## src/hw/pdt_defs.vh

```
// constants of the prescaled down counter timer: offsets, fields, reset values
// assumes inclusion by bare name from the timer and prescaler design files of the timer
// Summary of operation
// - 8-bit vector register, read/write anytime, same value on read and acknowledge.
// - reset loads the vector register with 0F hex.
// - three addressable reload bytes high, middle, low form the 24-bit reload value.
// - byte below high reload and below high count reads zero, ignores writes.
// - reload bytes readable and writable anytime, no interlock against coinciding loads.
// - reset leaves reload bytes and 24-bit counter unchanged.
// - count windows read live counter unlatched; writes acknowledged, data dropped.
// - zero flag bit 0 set by the step from one to zero only.
// - status read has no side effect; writing bit 0 as one clears flag.
// - halt keeps counter, forces prescaler to 1F and zero flag to zero.
// - reset clears all control bits: timer halted, timer pins back to inputs.
// - run clocks counter from chosen source; prescaler decrements only when used.
// - counter stepped by divide-by-32 prescaler rollover or directly by external input.
// - with prescaler, first rollover after run loads counter; later ones step it.
// - without prescaler, first external edge after run loads; later edges step it.
// - zero flag is pollable and is the timer interrupt source.
// - zero-detect control 0 reloads on next step after zero; 1 rolls over.
// - interrupt enabled: request pin driven low while zero flag is one.
// - square wave: output toggles at each zero detect, high while halted.
// - gated mode: run only while enable is one and external input is high.
`ifndef PDT_DEFS_VH
`define PDT_DEFS_VH

// register offsets on the 5-bit register select
`define PDT_ADDR_W          5
`define PDT_OFS_CONFIG      5'h10
`define PDT_OFS_VECTOR      5'h11
`define PDT_OFS_NULL_RELOAD 5'h12
`define PDT_OFS_RELOAD_HI   5'h13
`define PDT_OFS_RELOAD_MID  5'h14
`define PDT_OFS_RELOAD_LO   5'h15
`define PDT_OFS_NULL_COUNT  5'h16
`define PDT_OFS_COUNT_HI    5'h17
`define PDT_OFS_COUNT_MID   5'h18
`define PDT_OFS_COUNT_LO    5'h19
`define PDT_OFS_FLAGS       5'h1a

// reset values
`define PDT_VECTOR_RST      8'h0f
`define PDT_CONFIG_RST      8'h00
`define PDT_PRESC_LOAD      5'h1f
`define PDT_PRESC_ZERO      5'h00
`define PDT_ZERO_BYTE       8'h00

// timer config field positions
`define PDT_CFG_ENABLE      0
`define PDT_CFG_CLK_LO      1
`define PDT_CFG_CLK_HI      2
`define PDT_CFG_UNUSED      3
`define PDT_CFG_ZD_ROLL     4
`define PDT_CFG_PIN_LO      5
`define PDT_CFG_PIN_HI      7
`define PDT_FLAG_ZERO       0

// clock control encodings
`define PDT_CLK_SYS         2'b00
`define PDT_CLK_SYS_GATED   2'b01
`define PDT_CLK_EXT_PRESC   2'b10
`define PDT_CLK_EXT_DIRECT  2'b11

// pin control encodings (bits 7..6)
`define PDT_PIN_PORT        2'b00
`define PDT_PIN_SQUARE      2'b01
`define PDT_PIN_IRQ_VEC     2'b10
`define PDT_PIN_IRQ_AUTO    2'b11

// counter constants
`define PDT_COUNT_ONE       24'h00_0001
`define PDT_COUNT_ZERO      24'h00_0000

`endif

```

## src/hw/pdt_timer.v

```verilog
// timer section: 24-bit down counter, reload bytes, flags, vector, pins
// assumes bus strobes and acknowledge input are synchronous to clk
`include "pdt_defs.vh"
`timescale 1ns/1ps
`default_nettype none
module pdt_timer
(
    input  wire       clk,
    input  wire       reset_n,
    input  wire       bus_cs_n,
    input  wire       bus_rd_wr,
    input  wire [4:0] bus_addr,
    input  wire [7:0] bus_wdata,
    output wire [7:0] bus_rdata,
    output wire       bus_rdata_oe,
    output wire       bus_transfer_ack_n,
    input  wire       timer_int_ack_pin_n,
    input  wire       ext_timer_input,
    output wire       timer_output_pin,
    output wire       timer_output_oe,
    output wire       timer_int_ack_sel,
    output wire       ext_input_sel,
    output wire       zero_reached_flag
);
    reg  [7:0]  timer_config_reg_ff;
    reg  [7:0]  timer_vector_reg_ff;
    reg  [7:0]  reload_high_ff;
    reg  [7:0]  reload_middle_ff;
    reg  [7:0]  reload_low_ff;
    reg  [23:0] count_ff;
    reg  [23:0] nxt_count;
    reg         zero_flag_ff;
    reg         nxt_zero_flag;
    reg         first_step_ff;
    reg         square_ff;
    reg         busy_ff;
    reg         ack_ff;
    reg         oe_ff;
    reg  [7:0]  rdata_ff;
    reg  [7:0]  rd_mux;
    reg  [7:0]  nxt_config;
    reg  [7:0]  nxt_vector;
    reg  [7:0]  nxt_reload_high;
    reg  [7:0]  nxt_reload_middle;
    reg  [7:0]  nxt_reload_low;
    reg         nxt_busy;
    reg         nxt_ack;
    reg         nxt_oe;
    reg  [7:0]  nxt_rdata;

    wire        enable;
    wire [1:0]  clk_ctrl;
    wire [1:0]  pin_ctrl;
    wire        zd_roll;
    wire        irq_enable;
    wire        ext_level;
    wire        ext_rise;
    wire        run;
    wire        presc_tick;
    wire        presc_roll;
    wire        step;
    wire        zero_event;
    wire        irq_active;
    wire        bus_take;
    wire        iack_take;
    wire        wr_take;
    wire        flag_clear;
    wire [23:0] reload_value;

    assign enable     = timer_config_reg_ff[`PDT_CFG_ENABLE];
    assign clk_ctrl   = timer_config_reg_ff[`PDT_CFG_CLK_HI:`PDT_CFG_CLK_LO];
    assign pin_ctrl   = timer_config_reg_ff[`PDT_CFG_PIN_HI:`PDT_CFG_PIN_LO+1];
    assign zd_roll    = timer_config_reg_ff[`PDT_CFG_ZD_ROLL];
    assign irq_enable = timer_config_reg_ff[`PDT_CFG_PIN_LO];
    assign reload_value = {reload_high_ff, reload_middle_ff, reload_low_ff};

    pdt_ext_sync u_sync
    (
        .clk     (clk),
        .reset_n (reset_n),
        .ext_in  (ext_timer_input),
        .level   (ext_level),
        .rise    (ext_rise)
    );

    // gated mode halts whenever the input is low
    assign run = enable & ((clk_ctrl != `PDT_CLK_SYS_GATED) | ext_level);

    // system clock feeds the prescaler every cycle; 32 cycles per step keeps rate legal
    assign presc_tick = (clk_ctrl == `PDT_CLK_EXT_PRESC) ? ext_rise : 1'b1;

    pdt_prescaler u_presc
    (
        .clk      (clk),
        .reset_n  (reset_n),
        .run      (run & (clk_ctrl != `PDT_CLK_EXT_DIRECT)),
        .tick     (presc_tick),
        .rollover (presc_roll)
    );

    // direct mode relies on external edges no faster than clk/8
    assign step = run & ((clk_ctrl == `PDT_CLK_EXT_DIRECT) ? ext_rise : presc_roll);

    assign zero_event = step & ~first_step_ff & (count_ff == `PDT_COUNT_ONE);

    // counter: no reset on purpose, contents survive the reset pin
    always @*
    begin
        nxt_count = count_ff;
        if (step)
        begin
            if (first_step_ff)
                nxt_count = reload_value;
            else if ((count_ff == `PDT_COUNT_ZERO) && !zd_roll)
                nxt_count = reload_value;
            else
                nxt_count = count_ff - `PDT_COUNT_ONE;
        end
    end

    always @(posedge clk)
    begin
        count_ff <= nxt_count;
    end

    always @(posedge clk or negedge reset_n)
    begin
        if (!reset_n)
            first_step_ff <= 1'b1;
        else if (!run)
            first_step_ff <= 1'b1;
        else if (step)
            first_step_ff <= 1'b0;
    end

    // zero flag: set wins over a coinciding clear, halt wins over both
    assign flag_clear = wr_take && (bus_addr == `PDT_OFS_FLAGS)
                        && bus_wdata[`PDT_FLAG_ZERO];

    always @*
    begin
        nxt_zero_flag = zero_flag_ff;
        if (!run)
            nxt_zero_flag = 1'b0;
        else if (zero_event)
            nxt_zero_flag = 1'b1;
        else if (flag_clear)
            nxt_zero_flag = 1'b0;
    end

    always @(posedge clk or negedge reset_n)
    begin
        if (!reset_n)
            zero_flag_ff <= 1'b0;
        else
            zero_flag_ff <= nxt_zero_flag;
    end

    assign zero_reached_flag = zero_flag_ff;

    // square wave level
    always @(posedge clk or negedge reset_n)
    begin
        if (!reset_n)
            square_ff <= 1'b1;
        else if (!run)
            square_ff <= 1'b1;
        else if (zero_event)
            square_ff <= ~square_ff;
    end

    // timer pin: port function leaves it undriven, request is open drain low
    assign irq_active = pin_ctrl[1] & irq_enable & zero_flag_ff;
    assign timer_output_pin = (pin_ctrl == `PDT_PIN_SQUARE) ? square_ff : 1'b0;
    assign timer_output_oe  = (pin_ctrl == `PDT_PIN_SQUARE) | irq_active;
    assign timer_int_ack_sel = (pin_ctrl == `PDT_PIN_IRQ_VEC);
    assign ext_input_sel = (clk_ctrl != `PDT_CLK_SYS);

    // bus cycle taken once per strobe; ack held until strobe released
    assign bus_take  = ~bus_cs_n & ~busy_ff;
    assign iack_take = bus_cs_n & ~timer_int_ack_pin_n & ~busy_ff
                       & timer_int_ack_sel & irq_active;
    assign wr_take   = bus_take & ~bus_rd_wr;

    always @*
    begin
        case (bus_addr)
            `PDT_OFS_CONFIG:
                rd_mux = timer_config_reg_ff & ~(8'h01 << `PDT_CFG_UNUSED);
            `PDT_OFS_VECTOR:     rd_mux = timer_vector_reg_ff;
            `PDT_OFS_NULL_RELOAD: rd_mux = `PDT_ZERO_BYTE;
            `PDT_OFS_RELOAD_HI:  rd_mux = reload_high_ff;
            `PDT_OFS_RELOAD_MID: rd_mux = reload_middle_ff;
            `PDT_OFS_RELOAD_LO:  rd_mux = reload_low_ff;
            `PDT_OFS_NULL_COUNT: rd_mux = `PDT_ZERO_BYTE;
            `PDT_OFS_COUNT_HI:   rd_mux = count_ff[23:16];
            `PDT_OFS_COUNT_MID:  rd_mux = count_ff[15:8];
            `PDT_OFS_COUNT_LO:   rd_mux = count_ff[7:0];
            `PDT_OFS_FLAGS:      rd_mux = {7'h00, zero_flag_ff};
            default:             rd_mux = `PDT_ZERO_BYTE;
        endcase
    end

    // bus answer next state: register cycle wins over a coinciding acknowledge
    always @*
    begin
        nxt_busy  = busy_ff;
        nxt_ack   = ack_ff;
        nxt_oe    = oe_ff;
        nxt_rdata = rdata_ff;
        if (bus_take)
        begin
            nxt_busy  = 1'b1;
            nxt_ack   = 1'b1;
            nxt_oe    = bus_rd_wr;
            nxt_rdata = bus_rd_wr ? rd_mux : `PDT_ZERO_BYTE;
        end
        else if (iack_take)
        begin
            nxt_busy  = 1'b1;
            nxt_ack   = 1'b1;
            nxt_oe    = 1'b1;
            nxt_rdata = timer_vector_reg_ff;
        end
        else if (bus_cs_n && timer_int_ack_pin_n)
        begin
            nxt_busy  = 1'b0;
            nxt_ack   = 1'b0;
            nxt_oe    = 1'b0;
            nxt_rdata = `PDT_ZERO_BYTE;
        end
    end

    always @(posedge clk or negedge reset_n)
    begin
        if (!reset_n)
        begin
            busy_ff  <= 1'b0;
            ack_ff   <= 1'b0;
            oe_ff    <= 1'b0;
            rdata_ff <= `PDT_ZERO_BYTE;
        end
        else
        begin
            busy_ff  <= nxt_busy;
            ack_ff   <= nxt_ack;
            oe_ff    <= nxt_oe;
            rdata_ff <= nxt_rdata;
        end
    end

    assign bus_transfer_ack_n = ~ack_ff;
    assign bus_rdata    = rdata_ff;
    assign bus_rdata_oe = oe_ff;

    // control and vector registers
    always @*
    begin
        nxt_config = timer_config_reg_ff;
        nxt_vector = timer_vector_reg_ff;
        if (wr_take && (bus_addr == `PDT_OFS_CONFIG))
            nxt_config = bus_wdata;
        if (wr_take && (bus_addr == `PDT_OFS_VECTOR))
            nxt_vector = bus_wdata;
    end

    always @(posedge clk or negedge reset_n)
    begin
        if (!reset_n)
        begin
            timer_config_reg_ff <= `PDT_CONFIG_RST;
            timer_vector_reg_ff <= `PDT_VECTOR_RST;
        end
        else
        begin
            timer_config_reg_ff <= nxt_config;
            timer_vector_reg_ff <= nxt_vector;
        end
    end

    // reload bytes: no reset and no interlock against a coinciding load
    always @*
    begin
        nxt_reload_high   = reload_high_ff;
        nxt_reload_middle = reload_middle_ff;
        nxt_reload_low    = reload_low_ff;
        if (wr_take && (bus_addr == `PDT_OFS_RELOAD_HI))
            nxt_reload_high = bus_wdata;
        if (wr_take && (bus_addr == `PDT_OFS_RELOAD_MID))
            nxt_reload_middle = bus_wdata;
        if (wr_take && (bus_addr == `PDT_OFS_RELOAD_LO))
            nxt_reload_low = bus_wdata;
    end

    // no reset branch: contents survive the reset pin
    always @(posedge clk)
    begin
        reload_high_ff   <= nxt_reload_high;
        reload_middle_ff <= nxt_reload_middle;
        reload_low_ff    <= nxt_reload_low;
    end
endmodule
`default_nettype wire

```

## src/hw/pdt_ext_sync.v

```verilog
// two-flop synchroniser and rising edge detect for the external timer input
// assumes ext_in may change at any time relative to clk
`timescale 1ns/1ps
`default_nettype none
module pdt_ext_sync
(
    input  wire clk,
    input  wire reset_n,
    input  wire ext_in,
    output wire level,
    output wire rise
);
    reg meta_ff;
    reg sync_ff;
    reg last_ff;

    // first flop feeds only the second one
    always @(posedge clk or negedge reset_n)
    begin
        if (!reset_n)
        begin
            meta_ff <= 1'b0;
            sync_ff <= 1'b0;
            last_ff <= 1'b0;
        end
        else
        begin
            meta_ff <= ext_in;
            sync_ff <= meta_ff;
            last_ff <= sync_ff;
        end
    end

    assign level = sync_ff;
    assign rise  = sync_ff & ~last_ff;
endmodule
`default_nettype wire

```

## src/hw/pdt_prescaler.v

```verilog
// 5-bit divide-by-32 prescaler, forced to all ones while halted
// assumes tick is a one-cycle pulse from the selected prescaler source
`include "pdt_defs.vh"
`timescale 1ns/1ps
`default_nettype none
module pdt_prescaler
(
    input  wire clk,
    input  wire reset_n,
    input  wire run,
    input  wire tick,
    output wire rollover
);
    reg [4:0] presc_ff;
    reg [4:0] nxt_presc;

    always @*
    begin
        nxt_presc = presc_ff;
        if (!run)
            nxt_presc = `PDT_PRESC_LOAD;
        else if (tick)
            nxt_presc = presc_ff - 5'h01;
    end

    always @(posedge clk or negedge reset_n)
    begin
        if (!reset_n)
            presc_ff <= `PDT_PRESC_LOAD;
        else
            presc_ff <= nxt_presc;
    end

    // 00 to 1F wrap is the counter step
    assign rollover = run & tick & (presc_ff == `PDT_PRESC_ZERO);
endmodule
`default_nettype wire

```

## config.mk

```make
export PLATFORM = sky130hd
export DESIGN_NAME = pdt_timer
export DESIGN_NICKNAME = d
export VERILOG_FILES = /design/src/hw/pdt_timer.v /design/src/hw/pdt_ext_sync.v /design/src/hw/pdt_prescaler.v
export VERILOG_INCLUDE_DIRS = /design/src /design/src/hw
export SDC_FILE = /design/constraint.sdc
export NUM_CORES = 1
export LEC_CHECK = 0
export BUFFER_PORTS_ARGS = -buffer_cell sky130_fd_sc_hd__clkbuf_2
export CAP_MARGIN = 10
export CORE_AREA = 2 2 91 93
export CTS_CLUSTER_SIZE = 24
export DETAILED_ROUTE_END_ITERATION = 16
export DIE_AREA = 0 0 93 95
export PLACE_DENSITY = 0.76
export SLEW_MARGIN = 10
export SYNTH_ARGS = -nofsm -noshare
export SYNTH_HDL_FRONTEND = slang
export SYNTH_HIERARCHICAL = 1
export SYNTH_SLANG_ARGS = --single-unit
```

## constraint.sdc

```tcl
create_clock -name clk -period 7.05 [get_ports clk]
set_clock_uncertainty 0.1 [all_clocks]
set_input_delay 2.115 -clock clk [delete_from_list [all_inputs] [get_ports clk]]
set_output_delay 2.115 -clock clk [all_outputs]
set_load 0.03 [all_outputs]
```

Yosys cells after proc, flatten, opt, wreduce, memory -nomap -nowiden --
Cells that the tools add are included. Widths: inputs -> output; s select.
Cells by class: add/subtract/negate cells 2, multipliers 0, divide/modulo/power cells 0, order comparisons 0, equality and inequality tests 20, shifts and indexed selects 0, muxes and demuxes 23, bitwise operators 25, reduce and logical (&&, ||, !) cells 14
Operator list (number):
- $pmux 8 s9 | 1
- $mux 24 | 2
- $eq 5x5->1 const B | 9
- $mux 8 | 4
- $eq 24x1->1 const B | 1
- $logic_not 24->1 | 1
- $sub 24x1->24 const B | 1
- $and 1x1->1 | 16
- $mux 1 | 14
- $mux 5 | 2
- $logic_and 1x1->1 | 9
- $not 1->1 | 7
- $eq 2x2->1 const B | 3
- $ne 2x1->1 const B | 3
- $logic_not 5->1 | 1
- $sub 5x1->5 const B | 1
- $ne 2x2->1 const B | 2
- $ne 3x1->1 const B | 1
- $reduce_bool 3->1 | 1
- $eq 2x1->1 const B | 1
- $or 1x1->1 | 2
- $reduce_bool 2->1 | 1
- $logic_not 1->1 | 1
Word-level totals: flip-flop bits (word level) 85, latch bits 0, RAM bits 0, ROM bits 0, output and inout port bits 15, logic and storage cells 100, memories kept 0

Longest topological paths before layout --
word-level depth 12, gate-level depth with buffers 9, gate-level depth less buffers 9

Hierarchy --
Netlist, hierarchy kept.
Modules (own cells, without submodules):
- pdt_timer | times used 1, cells an instance 386, area an instance 4119.0 µm², sequential area each 2149.6 µm²
- pdt_prescaler | times used 1, cells an instance 24, area an instance 266.5 µm², sequential area each 131.4 µm²
- pdt_ext_sync | times used 1, cells an instance 4, area an instance 88.8 µm², sequential area each 75.1 µm²

Worst setup path after synthesis --
Ideal clock, no wire load.
kind input-to-reg, start point input port bus_addr[2], end point register reload_middle_ff[0], enable pin, arrival 3.693 ns, required time 6.567 ns, setup slack 2.873 ns, cell stages on the path 5, path buffers 3, path through clkbuf_1 -> buf_1 -> buf_2 -> nand3_1 -> nor3_1
On the way: cells in the longest elaborated chain, start to end 2
Ends and longest elaborated chain:
- from (decl) | RTL line pdt_timer.v:12 | input wire [4:0] bus_addr,
- $eq 5x5->1
- $logic_and 1x1->1 | RTL line pdt_timer.v:289 | if (wr_take && (bus_addr == `PDT_OFS_RELOAD_MID))
- to (signal assigned) | RTL line pdt_timer.v:299 | reload_middle_ff <= nxt_reload_middle;
- to (decl) | RTL line pdt_timer.v:28 | reg [7:0] reload_middle_ff;
No other way between the ends. A chain may end at the register's enable or synchronous reset.

Final worst setup path --
start point input port bus_addr[4], end point register timer_vector_reg_ff[4]
On the way: cells in the longest elaborated chain, start to end 2
Ends and longest elaborated chain:
- $eq 5x5->1
- $logic_and 1x1->1 | RTL line pdt_timer.v:263 | if (wr_take && (bus_addr == `PDT_OFS_VECTOR))
- to (signal assigned) | RTL line pdt_timer.v:272 | timer_vector_reg_ff <= `PDT_VECTOR_RST;
- to (signal assigned) | RTL line pdt_timer.v:277 | timer_vector_reg_ff <= nxt_vector;
- to (decl) | RTL line pdt_timer.v:26 | reg [7:0] timer_vector_reg_ff;
No other way between the ends.

==> flow_summary.toml <==
[run_status]
status = "complete, no violations"

[placement]
post-dp-hpwl_um = 8210
port_buffers = 33
placed_cell_area_um2 = 4730
gp_congestion = 0.932

[synth]
synth_area_um2 = 4470
synth.ff_latch_count = 84
synthesis.nets = 437
seq_area_frac_synth_pct = 52.7
syn-instance-count = 414
synth_edf_count = 48
ys_warn_count = 6
ys.flop_type = "edfxtp_1"
syn_area_per_cell_um2 = 10.8
yosysUniqueCellTypes = 63
ys_async_sr_fraction_pct = 42.9

[timing]
maxSlewViolCount = 0
rsz0062_at_grt = "false"
finalSetupTns_ns = 0
finalHoldViolations = 0
maxSlewHeadroom_pct = 33.7
fmax_mhz = 253
timing.final.crit_share_pct = 56.0
setup_viol = 0
min_period_ns = 3.95
tightestPinTransition_ns = 0.987

[cts]
clk_path_buf_depth = 2
clk_latency_ns = 0.35
cts.hold.buffers_added = 0
clk_pin_slew_worst_paths_ns = 0.09
h-tree-depth = 3
cts_sinks = 84
cts-root-buf = "clkbuf_8"
post_cts_buffers = 0
numCtsBuffers = 9
postCtsResizedCells = 0
cts_tree = "yes"

[worst_setup_path]
reg2regPathDepth = 7
path_class = "in -> reg"
cp-endpoint = "timer_vector_reg_ff[4]"
critPathLaunch = "bus_addr[4]"
reg2reg_to = "count_ff[10]"
worst-endpoint-required_ns = 7.19
reg2reg_slack_ns = 4.20
worst-path-max-fanout = 10
r2r_start = "timer_config_reg_ff[2]"
endpoint_kind = "flip-flop"
critPathLaunchType = "primary input"
crit_arrival_ns = 4.09

[cells_and_area]
area_growth_pct = 11.1
nets = 463
design_area_um2 = 4970
drive_gt1_share_pct = 20.2
n_antenna_cell = 0

[drt]
wl_met1_um = 4890
ant_nets = 0
wl_met2_um = 5100
wl_per_cell_um = 20.3
drc_errors = 0
top_signal_layer_used = "met4"
routed_wl_um = 11200
vias_per_cell = 6.31
vias = 3469
drt_iter0_drc = 379
wl_met3_um = 821
firstDrtPassIters = 6

[global_route]
grt_pass1_wl_um = 17500
grt_usage_pct = 26.7
grt_pass1_vias = 3190
grt_start_max_net_pins = 47
antenna_found_initial = 0
gr-total-overflow = 0

[pwr]
irDropWorstVdd_v = 0.000157
p_leak_nw = 1.84
powerDensity_nw_per_um2 = 207

[job]
cap_violations = 0

[floorplan]
rows = 33
die_x_um = 93
die_y_um = 95
die-area_um2 = 8840
core_area_um2 = 7930
ioPinCount = 34
start_util_pct = 56.4

[min_path]
min_from = "u_sync/meta_ff"
hold_path_class = "reg -> reg"
worst max-delay path: stages:
cell and delay (ns):
clkbuf_2 0.19, nor2b_1 0.45, nand2b_1 0.16, nor4_1 0.39, nand2_1 0.36, mux2_1 0.41
sequential cells by signal, summed over array words and instances, names as in the netlist:
register             count
ack_ff                   1
bus_rdata                8
bus_rdata_oe             1
count_ff                24
first_step_ff            1
reload_high_ff           8
reload_low_ff            8
reload_middle_ff         8
square_ff                1
timer_config_reg_ff      7
timer_vector_reg_ff      8
u_presc/presc_ff         5
u_sync/last_ff           1
u_sync/level             1
u_sync/meta_ff           1
zero_reached_flag        1
worst min-delay path by stage:
stage	endpoint	slack, ns	cells after the start
2_1_floorplan	u_sync/level	0.23	0
3_3_place_gp	u_sync/level	0.23	0
3_5_place_dp	u_sync/level	0.24	0
4_1_cts	u_sync/level	0.26	0
5_1_grt	u_sync/level	0.27	0
6_report	u_sync/level	0.26	0
cell usage after synthesis (7+ instances only):
master     n  share of area [%]
a21oi_1   28                3.1
nor2b_1    7               0.98
mux2i_1   10                2.2
dfrtp_1   25                 14
inv_1     12                1.0
edfxtp_1  48                 32
dfstp_2   11                6.5
nor2_1    45                3.8
mux2_2    20                5.0
nand2b_1   9                1.3
xnor2_1    7                1.4
nand2_1   27                2.3
nand3_1   12                1.3
clkbuf_1  16                1.3
xor2_1    15                2.9
nor3_1    12                1.3
o21ai_0   11                1.2
cells by family after synthesis:
logic type	share of synthesized area [%]
XOR/XNOR	4.31
multiplexers	8.28
AND/OR/NAND/NOR	16.9
flip-flops	52.7
AO/OA/AOI/OAI	14.0
adder cells (fa/ha/maj)	1.12
buffers and inverters	2.74
per-layer routing:
metal / vias to the layer above / GRT usage (%)
li1: 1591 / -
met1: 1683 / 38.7
met2: 167 / 39.7
met3: 28 / 4.55
met4: 0 / 11.9
met5: - / 0
layout make-up:
cell class	instances	area [um2]
clock buffers	10	128
fillers	656	2960
repair buffers	35	180
multi-input cells	298	2020
inverters	12	45.0
flip-flops and latches	84	2360
clock inverters	6	111
well taps	105	131
cell usage in the layout, fill, tap and decap left out, types with 5 or more instances in the layout:
cell type   n
a21oi_1    28
edfxtp_1   48
nand2_1    27
nor2_1     45
mux2_2     20
xnor2_1     7
o211ai_1    6
nand2b_1    9
a22oi_1     6
dfstp_2    11
nand3_1    12
clkbuf_2   33
o21ai_0    11
nand4_1     6
o32ai_1     5
inv_1      12
nor2b_1     7
xor2_1     15
mux2i_1    10
dfrtp_1    25
nor3_1     12
clkbuf_8    9
through the flow:
step	total power, mW	instances	hold WS (ns)	setup slack, ns	util [%]
2_1_floorplan	0.593	414	0.231	2.87	-
3_3_place_gp	0.623	534	0.235	2.87	59.7
3_5_place_dp	0.623	534	0.240	2.76	59.7
4_1_cts	1.03	550	0.261	3.14	62.7
5_1_grt	1.06	550	0.274	2.81	62.7
6_report	1.03	550	0.259	3.10	62.7
report_power, final:
part           switching [mW]  leakage (nW)  internal [mW]
combinational          0.0489         0.844         0.0259
sequential             0.0112         0.879          0.528
clock                   0.179         0.117          0.236
No activity file was read; power rests on OpenSTA's default activity.
